<file path="src/verilog/usbec_defines.vh">
// ----------------------------------------------------------------------------
// Register indices, field positions, reset values and codes of the engine.
// ----------------------------------------------------------------------------
`ifndef USBEC_DEFINES_VH
`define USBEC_DEFINES_VH

// Word indices on the register bus; the byte address is four times the index.
`define USBEC_IDX_EP0_TX 7'h10
`define USBEC_IDX_EP1_TX 7'h11
`define USBEC_IDX_BUS_SC 7'h13
// Indices 0x70 to 0x7f reach the two endpoint FIFOs, upper index bits below.
`define USBEC_IDX_FIFO_HI 3'h7

// Reset values.
`define USBEC_RST_EP_TX 8'h00
`define USBEC_RST_BUS_SC 4'h0
`define USBEC_RST_CNT 4'h0

// Fields of the endpoint transmit registers; bit 4 is USBEC_BIT_EP1_EN on endpoint one and USBEC_BIT_RX_ERR on endpoint zero.
`define USBEC_BIT_READY 7
`define USBEC_BIT_TOGGLE 6
`define USBEC_BIT_STALL 5
`define USBEC_BIT_EP1_EN 4
`define USBEC_BIT_RX_ERR 4
`define USBEC_CNT_HI 3

// Fields of the bus status and control register.
`define USBEC_BIT_ACT 0
`define USBEC_BIT_FORCE_K 1
`define USBEC_BIT_FORCE_J 2
`define USBEC_BIT_AUTO 3
`define USBEC_BIT_OUT_EN 4

// Byte counts.
`define USBEC_MAX_TX_LEN 4'h8
`define USBEC_FIFO_BYTES 4'h8
`define USBEC_CRC_BYTES 4'h2
`define USBEC_CNT_SAT 4'hf

// Token kinds delivered by the packet layer.
`define USBEC_PID_OUT 2'h0
`define USBEC_PID_IN 2'h1
`define USBEC_PID_SETUP 2'h2

// Reply kinds handed back to the packet layer.
`define USBEC_REPLY_ACK 2'h0
`define USBEC_REPLY_NAK 2'h1
`define USBEC_REPLY_STALL 2'h2
`define USBEC_REPLY_DATA 2'h3

`endif

</file>
<file path="src/verilog/usbec_mem.v">
`timescale 1ns/1ps
// ----------------------------------------------------------------------------
// Endpoint FIFO storage: one write port, one read port with registered data.
// ----------------------------------------------------------------------------
module usbec_mem #(
  parameter AW = 4,
  parameter DW = 8
) (
  input wire clk,
  input wire rst_n,
  input wire wr_en,
  input wire [AW-1:0] wr_addr,
  input wire [DW-1:0] wr_data,
  input wire rd_en,
  input wire [AW-1:0] rd_addr,
  output reg [DW-1:0] rd_data
);

  reg [DW-1:0] mem [0:(1<<AW)-1];

  // Array write; the storage itself has no reset.
  always @(posedge clk)
  begin
    if (wr_en)
    begin
      mem[wr_addr] <= wr_data;
    end
  end

  // Read data are held in a register until the next read.
  always @(posedge clk or negedge rst_n)
  begin
    if (!rst_n)
    begin
      rd_data <= {DW{1'b0}};
    end
    else if (rd_en)
    begin
      rd_data <= mem[rd_addr];
    end
  end

endmodule // usbec_mem

</file>
<file path="src/verilog/usbec_line_ctl.v">
`timescale 1ns/1ps
// ----------------------------------------------------------------------------
// Bus activity detection and forced J/K line states.
// ----------------------------------------------------------------------------
module usbec_line_ctl (
  input wire clk,
  input wire rst_n,
  input wire dp_in,
  input wire dm_in,
  input wire act_clr,
  input wire force_resume_state,
  input wire force_idle_state,
  input wire tx_dp,
  input wire tx_dm,
  input wire tx_oe,
  output reg bus_activity_flag,
  output reg dp_out,
  output reg dm_out,
  output reg d_oe
);

  wire line_idle;

  // Idle on a low-speed bus is D+ low with D- high.
  assign line_idle = ~dp_in & dm_in;

  // Any non-idle state sets the flag; a detection beats a clear.
  always @(posedge clk or negedge rst_n)
  begin
    if (!rst_n)
    begin
      bus_activity_flag <= 1'b0;
    end
    else if (!line_idle)
    begin
      bus_activity_flag <= 1'b1;
    end
    else if (act_clr)
    begin
      bus_activity_flag <= 1'b0;
    end
  end

  // Forcing K wins over forcing J, which wins over the packet transmitter.
  always @(posedge clk or negedge rst_n)
  begin
    if (!rst_n)
    begin
      dp_out <= 1'b0;
      dm_out <= 1'b0;
      d_oe <= 1'b0;
    end
    else if (force_resume_state)
    begin
      dp_out <= 1'b1;
      dm_out <= 1'b0;
      d_oe <= 1'b1;
    end
    else if (force_idle_state)
    begin
      dp_out <= 1'b0;
      dm_out <= 1'b1;
      d_oe <= 1'b1;
    end
    else
    begin
      dp_out <= tx_dp;
      dm_out <= tx_dm;
      d_oe <= tx_oe;
    end
  end

endmodule // usbec_line_ctl

</file>
<file path="src/verilog/usbec_engine.v">
`timescale 1ns/1ps
`include "usbec_defines.vh"
module usbec_engine (
  input wire clk,
  input wire rst_n,
  input wire [6:0] avs_address,
  input wire avs_read,
  input wire avs_write,
  input wire [31:0] avs_writedata,
  input wire [3:0] avs_byteenable,
  output reg [31:0] avs_readdata,
  output wire avs_waitrequest,
  input wire tok_valid,
  input wire [1:0] tok_pid,
  input wire [3:0] tok_endp,
  input wire rx_byte_valid,
  input wire [7:0] rx_byte,
  input wire rx_end,
  input wire rx_err,
  input wire rx_data1,
  input wire hs_ack,
  output reg reply_valid,
  output reg [1:0] reply_code,
  output reg reply_data1,
  output reg [3:0] reply_len,
  input wire tx_rd_req,
  input wire [2:0] tx_rd_idx,
  output wire [7:0] tx_rd_data,
  output reg tx_rd_valid,
  output reg ep0_irq,
  output reg ep1_irq,
  output reg ep0_rx_toggle,
  output reg [3:0] ep0_rx_count,
  input wire dp_in,
  input wire dm_in,
  input wire tx_dp,
  input wire tx_dm,
  input wire tx_oe,
  output wire dp_out,
  output wire dm_out,
  output wire d_oe
);

  // --------------------------------------------------------------------------
  // Declarations
  // --------------------------------------------------------------------------
  localparam [3:0] ST_IDLE = 4'b0001;
  localparam [3:0] ST_SETUP_DATA = 4'b0010;
  localparam [3:0] ST_OUT_DATA = 4'b0100;
  localparam [3:0] ST_IN_WAIT = 4'b1000;

  reg [3:0] state_q;
  reg [7:0] ep0_q;
  reg [7:0] ep1_q;
  reg [3:0] scr_q;
  reg [3:0] rx_cnt_q;
  reg store_q;
  reg m_stall_q;
  reg m_auto_q;
  reg m_en_q;
  reg in_ep_q;
  reg ack_q;
  reg pend_q;
  wire req;
  wire fw_fifo;
  wire eng_wr;
  wire go;
  wire fw_wr_fifo;
  wire fw_rd_grant;
  wire wr_lo;
  wire act_clr;
  wire bus_activity_flag;
  wire [7:0] mem_rd_data;
  wire status_ok;
  wire tok_ep0;
  wire tok_ep1;

  // Clamp a requested IN length so a packet never reads past the FIFO.
  function [3:0] in_len;
    input [7:0] ctrl;
    begin
      if (ctrl[`USBEC_CNT_HI:0] > `USBEC_MAX_TX_LEN)
      begin
        in_len = `USBEC_MAX_TX_LEN;
      end
      else
      begin
        in_len = ctrl[`USBEC_CNT_HI:0];
      end
    end
  endfunction

  // Reply to an IN token: STALL first, then data when armed, else NAK.
  function [1:0] in_reply;
    input [7:0] ctrl;
    begin
      if (ctrl[`USBEC_BIT_STALL])
      begin
        in_reply = `USBEC_REPLY_STALL;
      end
      else if (ctrl[`USBEC_BIT_READY])
      begin
        in_reply = `USBEC_REPLY_DATA;
      end
      else
      begin
        in_reply = `USBEC_REPLY_NAK;
      end
    end
  endfunction

  // --------------------------------------------------------------------------
  // Register bus slave and FIFO arbitration
  // --------------------------------------------------------------------------
  // The packet engine owns both memory ports first; firmware waits for a gap.
  assign req = avs_read | avs_write;
  assign fw_fifo = (avs_address[6:4] == `USBEC_IDX_FIFO_HI);
  assign eng_wr = rx_byte_valid & store_q & (rx_cnt_q < `USBEC_FIFO_BYTES) &
                  (state_q != ST_IDLE) & (state_q != ST_IN_WAIT);
  assign fw_wr_fifo = avs_write & fw_fifo & avs_byteenable[0];
  assign go = req & ack_q & ~(fw_wr_fifo & eng_wr);
  assign avs_waitrequest = req & ~go;
  assign fw_rd_grant = avs_read & fw_fifo & ~ack_q & ~pend_q & ~tx_rd_req;
  assign wr_lo = go & avs_write & avs_byteenable[0];
  assign act_clr = wr_lo & (avs_address == `USBEC_IDX_BUS_SC) &
                   ~avs_writedata[`USBEC_BIT_ACT];
  assign tx_rd_data = mem_rd_data;

  // Answer timing: registers after one wait cycle, FIFO reads after two.
  always @(posedge clk or negedge rst_n)
  begin
    if (!rst_n)
    begin
      ack_q <= 1'b0;
      pend_q <= 1'b0;
      avs_readdata <= 32'h00000000;
      tx_rd_valid <= 1'b0;
    end
    else
    begin
      tx_rd_valid <= tx_rd_req;
      if (go)
      begin
        ack_q <= 1'b0;
      end
      else if (pend_q)
      begin
        pend_q <= 1'b0;
        ack_q <= 1'b1;
        avs_readdata <= {24'h000000, mem_rd_data};
      end
      else if (fw_rd_grant)
      begin
        pend_q <= 1'b1;
      end
      else if (req & ~ack_q & ~(avs_read & fw_fifo))
      begin
        ack_q <= 1'b1;
        case (avs_address)
          `USBEC_IDX_EP0_TX: avs_readdata <= {24'h000000, ep0_q};
          `USBEC_IDX_EP1_TX: avs_readdata <= {24'h000000, ep1_q};
          `USBEC_IDX_BUS_SC: avs_readdata <= {27'h0000000, scr_q, bus_activity_flag};
          default: avs_readdata <= 32'h00000000;
        endcase
      end
    end
  end

  // --------------------------------------------------------------------------
  // Endpoint state, register updates and replies
  // --------------------------------------------------------------------------
  assign tok_ep0 = tok_valid & (tok_endp == 4'h0);
  assign tok_ep1 = tok_valid & (tok_endp == 4'h1);
  assign status_ok = rx_data1 & (rx_cnt_q == `USBEC_CRC_BYTES);

  // Firmware writes land first; hardware updates in the same cycle override.
  always @(posedge clk or negedge rst_n)
  begin
    if (!rst_n)
    begin
      state_q <= ST_IDLE;
      ep0_q <= `USBEC_RST_EP_TX;
      ep1_q <= `USBEC_RST_EP_TX;
      scr_q <= `USBEC_RST_BUS_SC;
      rx_cnt_q <= `USBEC_RST_CNT;
      store_q <= 1'b0;
      m_stall_q <= 1'b0;
      m_auto_q <= 1'b0;
      m_en_q <= 1'b0;
      in_ep_q <= 1'b0;
      reply_valid <= 1'b0;
      reply_code <= `USBEC_REPLY_ACK;
      reply_data1 <= 1'b0;
      reply_len <= 4'h0;
      ep0_irq <= 1'b0;
      ep1_irq <= 1'b0;
      ep0_rx_toggle <= 1'b0;
      ep0_rx_count <= `USBEC_RST_CNT;
    end
    else
    begin
      reply_valid <= 1'b0;
      ep0_irq <= 1'b0;
      ep1_irq <= 1'b0;
      if (wr_lo & (avs_address == `USBEC_IDX_EP0_TX))
      begin
        ep0_q <= avs_writedata[7:0];
      end
      if (wr_lo & (avs_address == `USBEC_IDX_EP1_TX))
      begin
        ep1_q <= avs_writedata[7:0];
      end
      if (wr_lo & (avs_address == `USBEC_IDX_BUS_SC))
      begin
        scr_q <= avs_writedata[4:1];
      end
      if (eng_wr & (rx_cnt_q != `USBEC_CNT_SAT))
      begin
        rx_cnt_q <= rx_cnt_q + 4'h1;
      end
      else if (rx_byte_valid & (rx_cnt_q != `USBEC_CNT_SAT) & (state_q != ST_IDLE))
      begin
        rx_cnt_q <= rx_cnt_q + 4'h1;
      end
      if (tok_ep0 & (tok_pid == `USBEC_PID_SETUP))
      begin
        ep0_q[`USBEC_BIT_STALL] <= 1'b0;
        ep0_q[`USBEC_BIT_READY] <= 1'b0;
        scr_q[`USBEC_BIT_AUTO-1] <= 1'b0;
        scr_q[`USBEC_BIT_OUT_EN-1] <= 1'b0;
        store_q <= 1'b1;
        rx_cnt_q <= `USBEC_RST_CNT;
        state_q <= ST_SETUP_DATA;
      end
      else if (tok_ep0 & (tok_pid == `USBEC_PID_OUT))
      begin
        m_stall_q <= ep0_q[`USBEC_BIT_STALL];
        m_auto_q <= scr_q[`USBEC_BIT_AUTO-1];
        m_en_q <= scr_q[`USBEC_BIT_OUT_EN-1];
        // Auto status and stall both keep OUT data out of the FIFO.
        store_q <= scr_q[`USBEC_BIT_OUT_EN-1] & ~scr_q[`USBEC_BIT_AUTO-1] &
                   ~ep0_q[`USBEC_BIT_STALL];
        rx_cnt_q <= `USBEC_RST_CNT;
        state_q <= ST_OUT_DATA;
      end
      else if ((tok_ep0 | (tok_ep1 & ep1_q[`USBEC_BIT_EP1_EN])) &
               (tok_pid == `USBEC_PID_IN))
      begin
        reply_valid <= 1'b1;
        reply_code <= in_reply(tok_ep0 ? ep0_q : ep1_q);
        reply_data1 <= tok_ep0 ? ep0_q[`USBEC_BIT_TOGGLE] :
                       ep1_q[`USBEC_BIT_TOGGLE];
        reply_len <= in_len(tok_ep0 ? ep0_q : ep1_q);
        in_ep_q <= tok_ep1;
        store_q <= 1'b0;
        if (in_reply(tok_ep0 ? ep0_q : ep1_q) == `USBEC_REPLY_DATA)
        begin
          state_q <= ST_IN_WAIT;
        end
        else
        begin
          state_q <= ST_IDLE;
        end
      end
      else if (tok_ep1 & ep1_q[`USBEC_BIT_EP1_EN] & (tok_pid == `USBEC_PID_OUT))
      begin
        // Transmit-only endpoint: an OUT is answered only while stalled.
        reply_valid <= ep1_q[`USBEC_BIT_STALL];
        reply_code <= `USBEC_REPLY_STALL;
        store_q <= 1'b0;
        state_q <= ST_IDLE;
      end
      else if (tok_valid)
      begin
        // Traffic to a disabled or absent endpoint is dropped silently.
        store_q <= 1'b0;
        state_q <= ST_IDLE;
      end
      else
      begin
        case (state_q)
          ST_IDLE:
          begin
            state_q <= ST_IDLE;
          end
          ST_SETUP_DATA:
          begin
            if (rx_end)
            begin
              ep0_rx_toggle <= rx_data1;
              ep0_rx_count <= rx_cnt_q;
              ep0_irq <= 1'b1;
              reply_valid <= ~rx_err;
              reply_code <= `USBEC_REPLY_ACK;
              if (rx_err)
              begin
                ep0_q[`USBEC_BIT_RX_ERR] <= 1'b1;
              end
              store_q <= 1'b0;
              state_q <= ST_IDLE;
            end
          end
          ST_OUT_DATA:
          begin
            if (rx_end)
            begin
              if (rx_err)
              begin
                ep0_q[`USBEC_BIT_RX_ERR] <= 1'b1;
              end
              reply_valid <= ~rx_err;
              if (m_stall_q)
              begin
                reply_code <= `USBEC_REPLY_STALL;
              end
              else if (m_auto_q)
              begin
                ep0_rx_toggle <= rx_data1;
                if (!rx_err)
                begin
                  ep0_rx_count <= rx_cnt_q;
                  ep0_irq <= 1'b1;
                end
                reply_code <= status_ok ? `USBEC_REPLY_ACK :
                              `USBEC_REPLY_STALL;
              end
              else if (m_en_q)
              begin
                ep0_rx_toggle <= rx_data1;
                ep0_rx_count <= rx_cnt_q;
                ep0_irq <= 1'b1;
                reply_code <= `USBEC_REPLY_ACK;
                if (!rx_err)
                begin
                  scr_q[`USBEC_BIT_OUT_EN-1] <= 1'b0;
                end
              end
              else
              begin
                reply_code <= `USBEC_REPLY_NAK;
              end
              store_q <= 1'b0;
              state_q <= ST_IDLE;
            end
          end
          ST_IN_WAIT:
          begin
            if (hs_ack)
            begin
              if (in_ep_q)
              begin
                ep1_q[`USBEC_BIT_READY] <= 1'b0;
                ep1_irq <= 1'b1;
              end
              else
              begin
                ep0_q[`USBEC_BIT_READY] <= 1'b0;
                ep0_irq <= 1'b1;
              end
              state_q <= ST_IDLE;
            end
          end
          default:
          begin
            state_q <= ST_IDLE;
          end
        endcase
      end
    end
  end

  // --------------------------------------------------------------------------
  // Instances
  // --------------------------------------------------------------------------
  // Lower half holds endpoint zero, upper half endpoint one.
  usbec_mem #(
    .AW(4),
    .DW(8)
  ) u_mem (
    .clk(clk),
    .rst_n(rst_n),
    .wr_en(eng_wr | (go & fw_wr_fifo)),
    .wr_addr(eng_wr ? {1'b0, rx_cnt_q[2:0]} : avs_address[3:0]),
    .wr_data(eng_wr ? rx_byte : avs_writedata[7:0]),
    .rd_en(tx_rd_req | fw_rd_grant),
    .rd_addr(tx_rd_req ? {in_ep_q, tx_rd_idx} : avs_address[3:0]),
    .rd_data(mem_rd_data)
  );

  // Line monitor and forced line states.
  usbec_line_ctl u_line (
    .clk(clk),
    .rst_n(rst_n),
    .dp_in(dp_in),
    .dm_in(dm_in),
    .act_clr(act_clr),
    .force_resume_state(scr_q[`USBEC_BIT_FORCE_K-1]),
    .force_idle_state(scr_q[`USBEC_BIT_FORCE_J-1]),
    .tx_dp(tx_dp),
    .tx_dm(tx_dm),
    .tx_oe(tx_oe),
    .bus_activity_flag(bus_activity_flag),
    .dp_out(dp_out),
    .dm_out(dm_out),
    .d_oe(d_oe)
  );

endmodule // usbec_engine

</file>
<file path="config.mk">
export PLATFORM = sky130hd
export DESIGN_NAME = usbec_engine
export DESIGN_NICKNAME = d
export VERILOG_FILES = /design/src/verilog/usbec_mem.v /design/src/verilog/usbec_line_ctl.v /design/src/verilog/usbec_engine.v
export VERILOG_INCLUDE_DIRS = /design/src /design/src/verilog
export SDC_FILE = /design/constraint.sdc
export NUM_CORES = 1
export LEC_CHECK = 0
export BUFFER_PORTS_ARGS = -buffer_cell sky130_fd_sc_hd__buf_2
export CORE_MARGIN = 2
export CORE_UTILIZATION = 50
export CTS_CLUSTER_SIZE = 25
export DETAILED_ROUTE_END_ITERATION = 8
export GPL_TIMING_DRIVEN = 0
export PLACE_DENSITY_LB_ADDON = 0.1
export SLEW_MARGIN = 0
export SYNTH_ARGS = -nofsm -noshare
export SYNTH_HDL_FRONTEND = slang
export SYNTH_SLANG_ARGS = --single-unit
</file>
<file path="constraint.sdc">
create_clock -name clk -period 3.2 [get_ports clk]
set_clock_uncertainty 0.15 [all_clocks]
set_input_delay 0.16 -clock clk [delete_from_list [all_inputs] [get_ports clk]]
set_output_delay 0.16 -clock clk [all_outputs]
set_load 0.005 [all_outputs]
</file>
==> flow_summary.toml <==
[clock_tree]
cts_tree = "built"
root_buffer = "clkbuf_16"
clkSinkCount = 199
clk_latency_ps = 430
h-tree-depth = 4
cts_buffer_depth = 2
cts_made_buffers = 17
clkTransAtPathRegs_ps = 80

[power]
powerDensity_mw_per_mm2 = 522.8
power_switching_uw = 1571
power_uw = 5963
combPwrFrac_pct = 12.7
p_int_uw = 4392
p_seq_share_pct = 48.3
p_sw_share_pct = 26.34
p_leak_uw = 0.004366
max-vdd-ir-drop_uv = 386.7
pwr-share-clk_pct = 39.0

[yosys]
yosys.area_share.simple_pct = 11.70
synthFlopType = "edfxtp_1"
seq_area_frac_synth_pct = 58.99
synth.most_common_cell = "edfxtp_1"
synth_top_family_by_area = "compound AO/OA/AOI/OAI gates"
synth_edf_count = 128
synth.area.mux_share_pct = 6.341
syn_area_per_cell_um2 = 11.41
syn_inst = 835
ys.warnings.count = 0
synth_area_leaders = "edfxtp_1, dfrtp_1, mux2_2"
async_flop_share_pct = 35.68
synth_commonest_cells = "edfxtp_1, nor2_1, dfrtp_1"
synth-compound-area-share_pct = 18.05
yosys.area.top_type = "edfxtp_1"
synth_area_mm2 = 0.009530
ys_seq_elements = 199
synth_fa_ha_area_share_pct = 0.2626
synth_xor_area_share_pct = 0.2757
yosysTopAreaCellShare_pct = 40.33
netlist-cell-type-count = 63

[critical_path]
crit_path_end_kind = "flop"
rr_endpoint = "u_mem.mem[14][7]$_DFFE_PP_"
reg2regPathDepth = 6
reg2reg_from = "state_q[3]$_DFFE_PN0P_"
worstSetupPathType = "in2reg"
cp_max_fo = 10
arrival_ps = 3480
critPathLaunchType = "input port"
cp-startpoint = "avs_address[0]"
rrSetupSlack_ps = 140
worstPathRequired_ps = 3420

[hold_path]
hold_end = "ep0_irq$_DFF_PN0_"
min_path_cells = 4
min_path_type = "in2reg"
min_from = "rx_end"

[sta]
grt_setup_unrepaired = "no"
final-setup-viol-count = 1
tightest_slew_ps = 1375
max_slew_margin_pct = 8.357
period_needed_ps = 3263
finalSetupTns_ps = -63.22
period_share_pct = 102.0
fin_ws_ps = -63.22
drv_slew = 0
max_freq_mhz = 306.4
hold_viol = 0

[status]
violations = "negative setup slack"
status = "finished, violations left"

[final_layout]
final_util_pct = 60.97
nNetsFinal = 1064
fillers = 1539
drive_gt1_share_pct = 21.22
area_growth_syn_to_layout_pct = 19.67

[global_route]
antenna_found_initial = 1
grt_overflow_total = 0
grt_pass1_vias = 6973
grt_pass1_wl_mm = 41.58
grt_max_degree = 45
track_usage_pct = 28.13

[route]
routed_wl_mm = 28.09
drt-initial-drc-count = 798
drc = 0
num_vias = 7557
vias_per_cell = 6.124
wire_per_inst_um = 22.76
drtPass1Iterations = 5
postRouteAntennaNets = 0

[place]
port_buffers = 81
gp_congestion = 0.9686
hpwlAfterDp_mm = 19.92

[die]
die-area_mm2 = 0.02018
coreArea_mm2 = 0.01871
die_width_um = 142.1
rows = 50
die_h_um = 142.1
ios = 136
start_util_pct = 50.95

[flow_run]
max_cap_violations = 0
## per-layer routing
metal,up-vias,global-route usage [%],part of all wire (%)
met5,-,0,0
met4,0,12.26,3.8
met3,60,6.359,9.6
met2,420,41.60,44
met1,3647,40.05,43
li1,3430,-,-
## per-stage QoR
step	setup slack (ps)	instances	cell area (um^2)	hold slack, ps
2_1_floorplan	394.3	858	9617	-285.6
6_report	-63.22	1234	11400	35.82
3_3_place_gp	-662.2	1173	10310	205.9
5_1_grt	8.242	1233	11400	39.87
3_5_place_dp	-374.9	1174	10350	-32.03
4_1_cts	-122.7	1231	11340	20.97
## cell usage in the layout (no fill, tap or decap), drive strengths merged, types with 5 or more instances in the layout
master / count
mux2: 35
mux2i: 21
a2111oi: 5
a22o: 9
o211ai: 11
clkbuf: 52
a221o: 7
buf: 121
dlygate4sd3: 23
a211oi: 33
nand2b: 19
o31ai: 5
a31oi: 18
dfrtp: 70
nand2: 47
conb: 24
nand3: 6
nor3b: 6
edfxtp: 128
a21o: 5
or3: 6
nor3: 23
inv: 23
a21oi: 40
o21a: 7
o21ai: 66
nor2b: 16
nor2: 88
o22ai: 17
## cell families (layout without fill, tap and decap cells)
family | count (synthesis) | count (layout)
adders and majority gates | 2 | 2
muxes | 56 | 56
other | 1 | 25
xor gates and xnor gates | 3 | 3
DFF | 199 | 199
AOI/OAI and AO/OA | 260 | 260
buffers and inverters | 85 | 226
and+or+nand+nor | 229 | 229
## state kept, by name, summed over array words and instances, names as in the netlist, 2 cells and up
| name | flops |
|---|---|
| avs_readdata | 8 |
| ep0_q | 8 |
| ep0_rx_count | 4 |
| ep1_q | 8 |
| reply_code | 2 |
| reply_len | 4 |
| rx_cnt_q | 4 |
| scr_q | 4 |
| state_q | 4 |
| u_mem.mem | 128 |
| u_mem.rd_data | 8 |
## worst max-delay path, stage by stage
cell and delay (ps):
buf_2 170, inv_1 150, o21ai_0 800, clkbuf_1 580, nor3_1 120, a31o_2 230
a2111oi_0 1060, a221o_1 210
## power by group through the flow
stage	sequential (uW)	combinational, uW	clock (uW)
after floorplan	2920	438	0
after global placement	2930	702	0
after detailed placement	2930	712	0
after CTS	2880	739	2350
after global routing	2890	822	2450
final	2880	756	2330
## worst max path at each step
stage	endpoint	slack, ps	depth (start not counted)
floorplan	u_mem.mem[8][0]$_DFFE_PP_	390	6
global placement	u_mem.mem[12][7]$_DFFE_PP_	-660	6
detailed placement	u_mem.mem[14][7]$_DFFE_PP_	-370	6
CTS	u_mem.mem[9][5]$_DFFE_PP_	-120	6
global route	u_mem.mem[14][3]$_DFFE_PP_	8	6
finish	u_mem.rd_data[4]$_DFFE_PN0P_	-60	8
## cell type report
| class | instances | area, um^2 | share of cell area, % |
|---|---|---|---|
| buffer | 69 | 355.3 | 3.116 |
| multi-input combinational | 574 | 3709 | 32.52 |
| clock inverter | 14 | 203.9 | 1.788 |
| clock buffer | 18 | 439.2 | 3.851 |
| tap | 234 | 292.8 | 2.567 |
| sequential | 199 | 5622 | 49.29 |
| antenna | 1 | 2.502 | 0.02194 |
| inverter | 16 | 60.06 | 0.5266 |
| timing repair buffer | 109 | 720.7 | 6.319 |
## timing repair
item / 4_1_cts / 5_1_grt
buffers inserted: 2 / 2
setup endpoints to repair: 128 / 129
hold buffers: 23 / 0
gates cloned: 0 / 0
pin swaps: 1 / 2
resized for setup: 21 / 10
hold endpoints to repair: 102 / 0
Note: power is estimated with default switching activity, not from simulation.
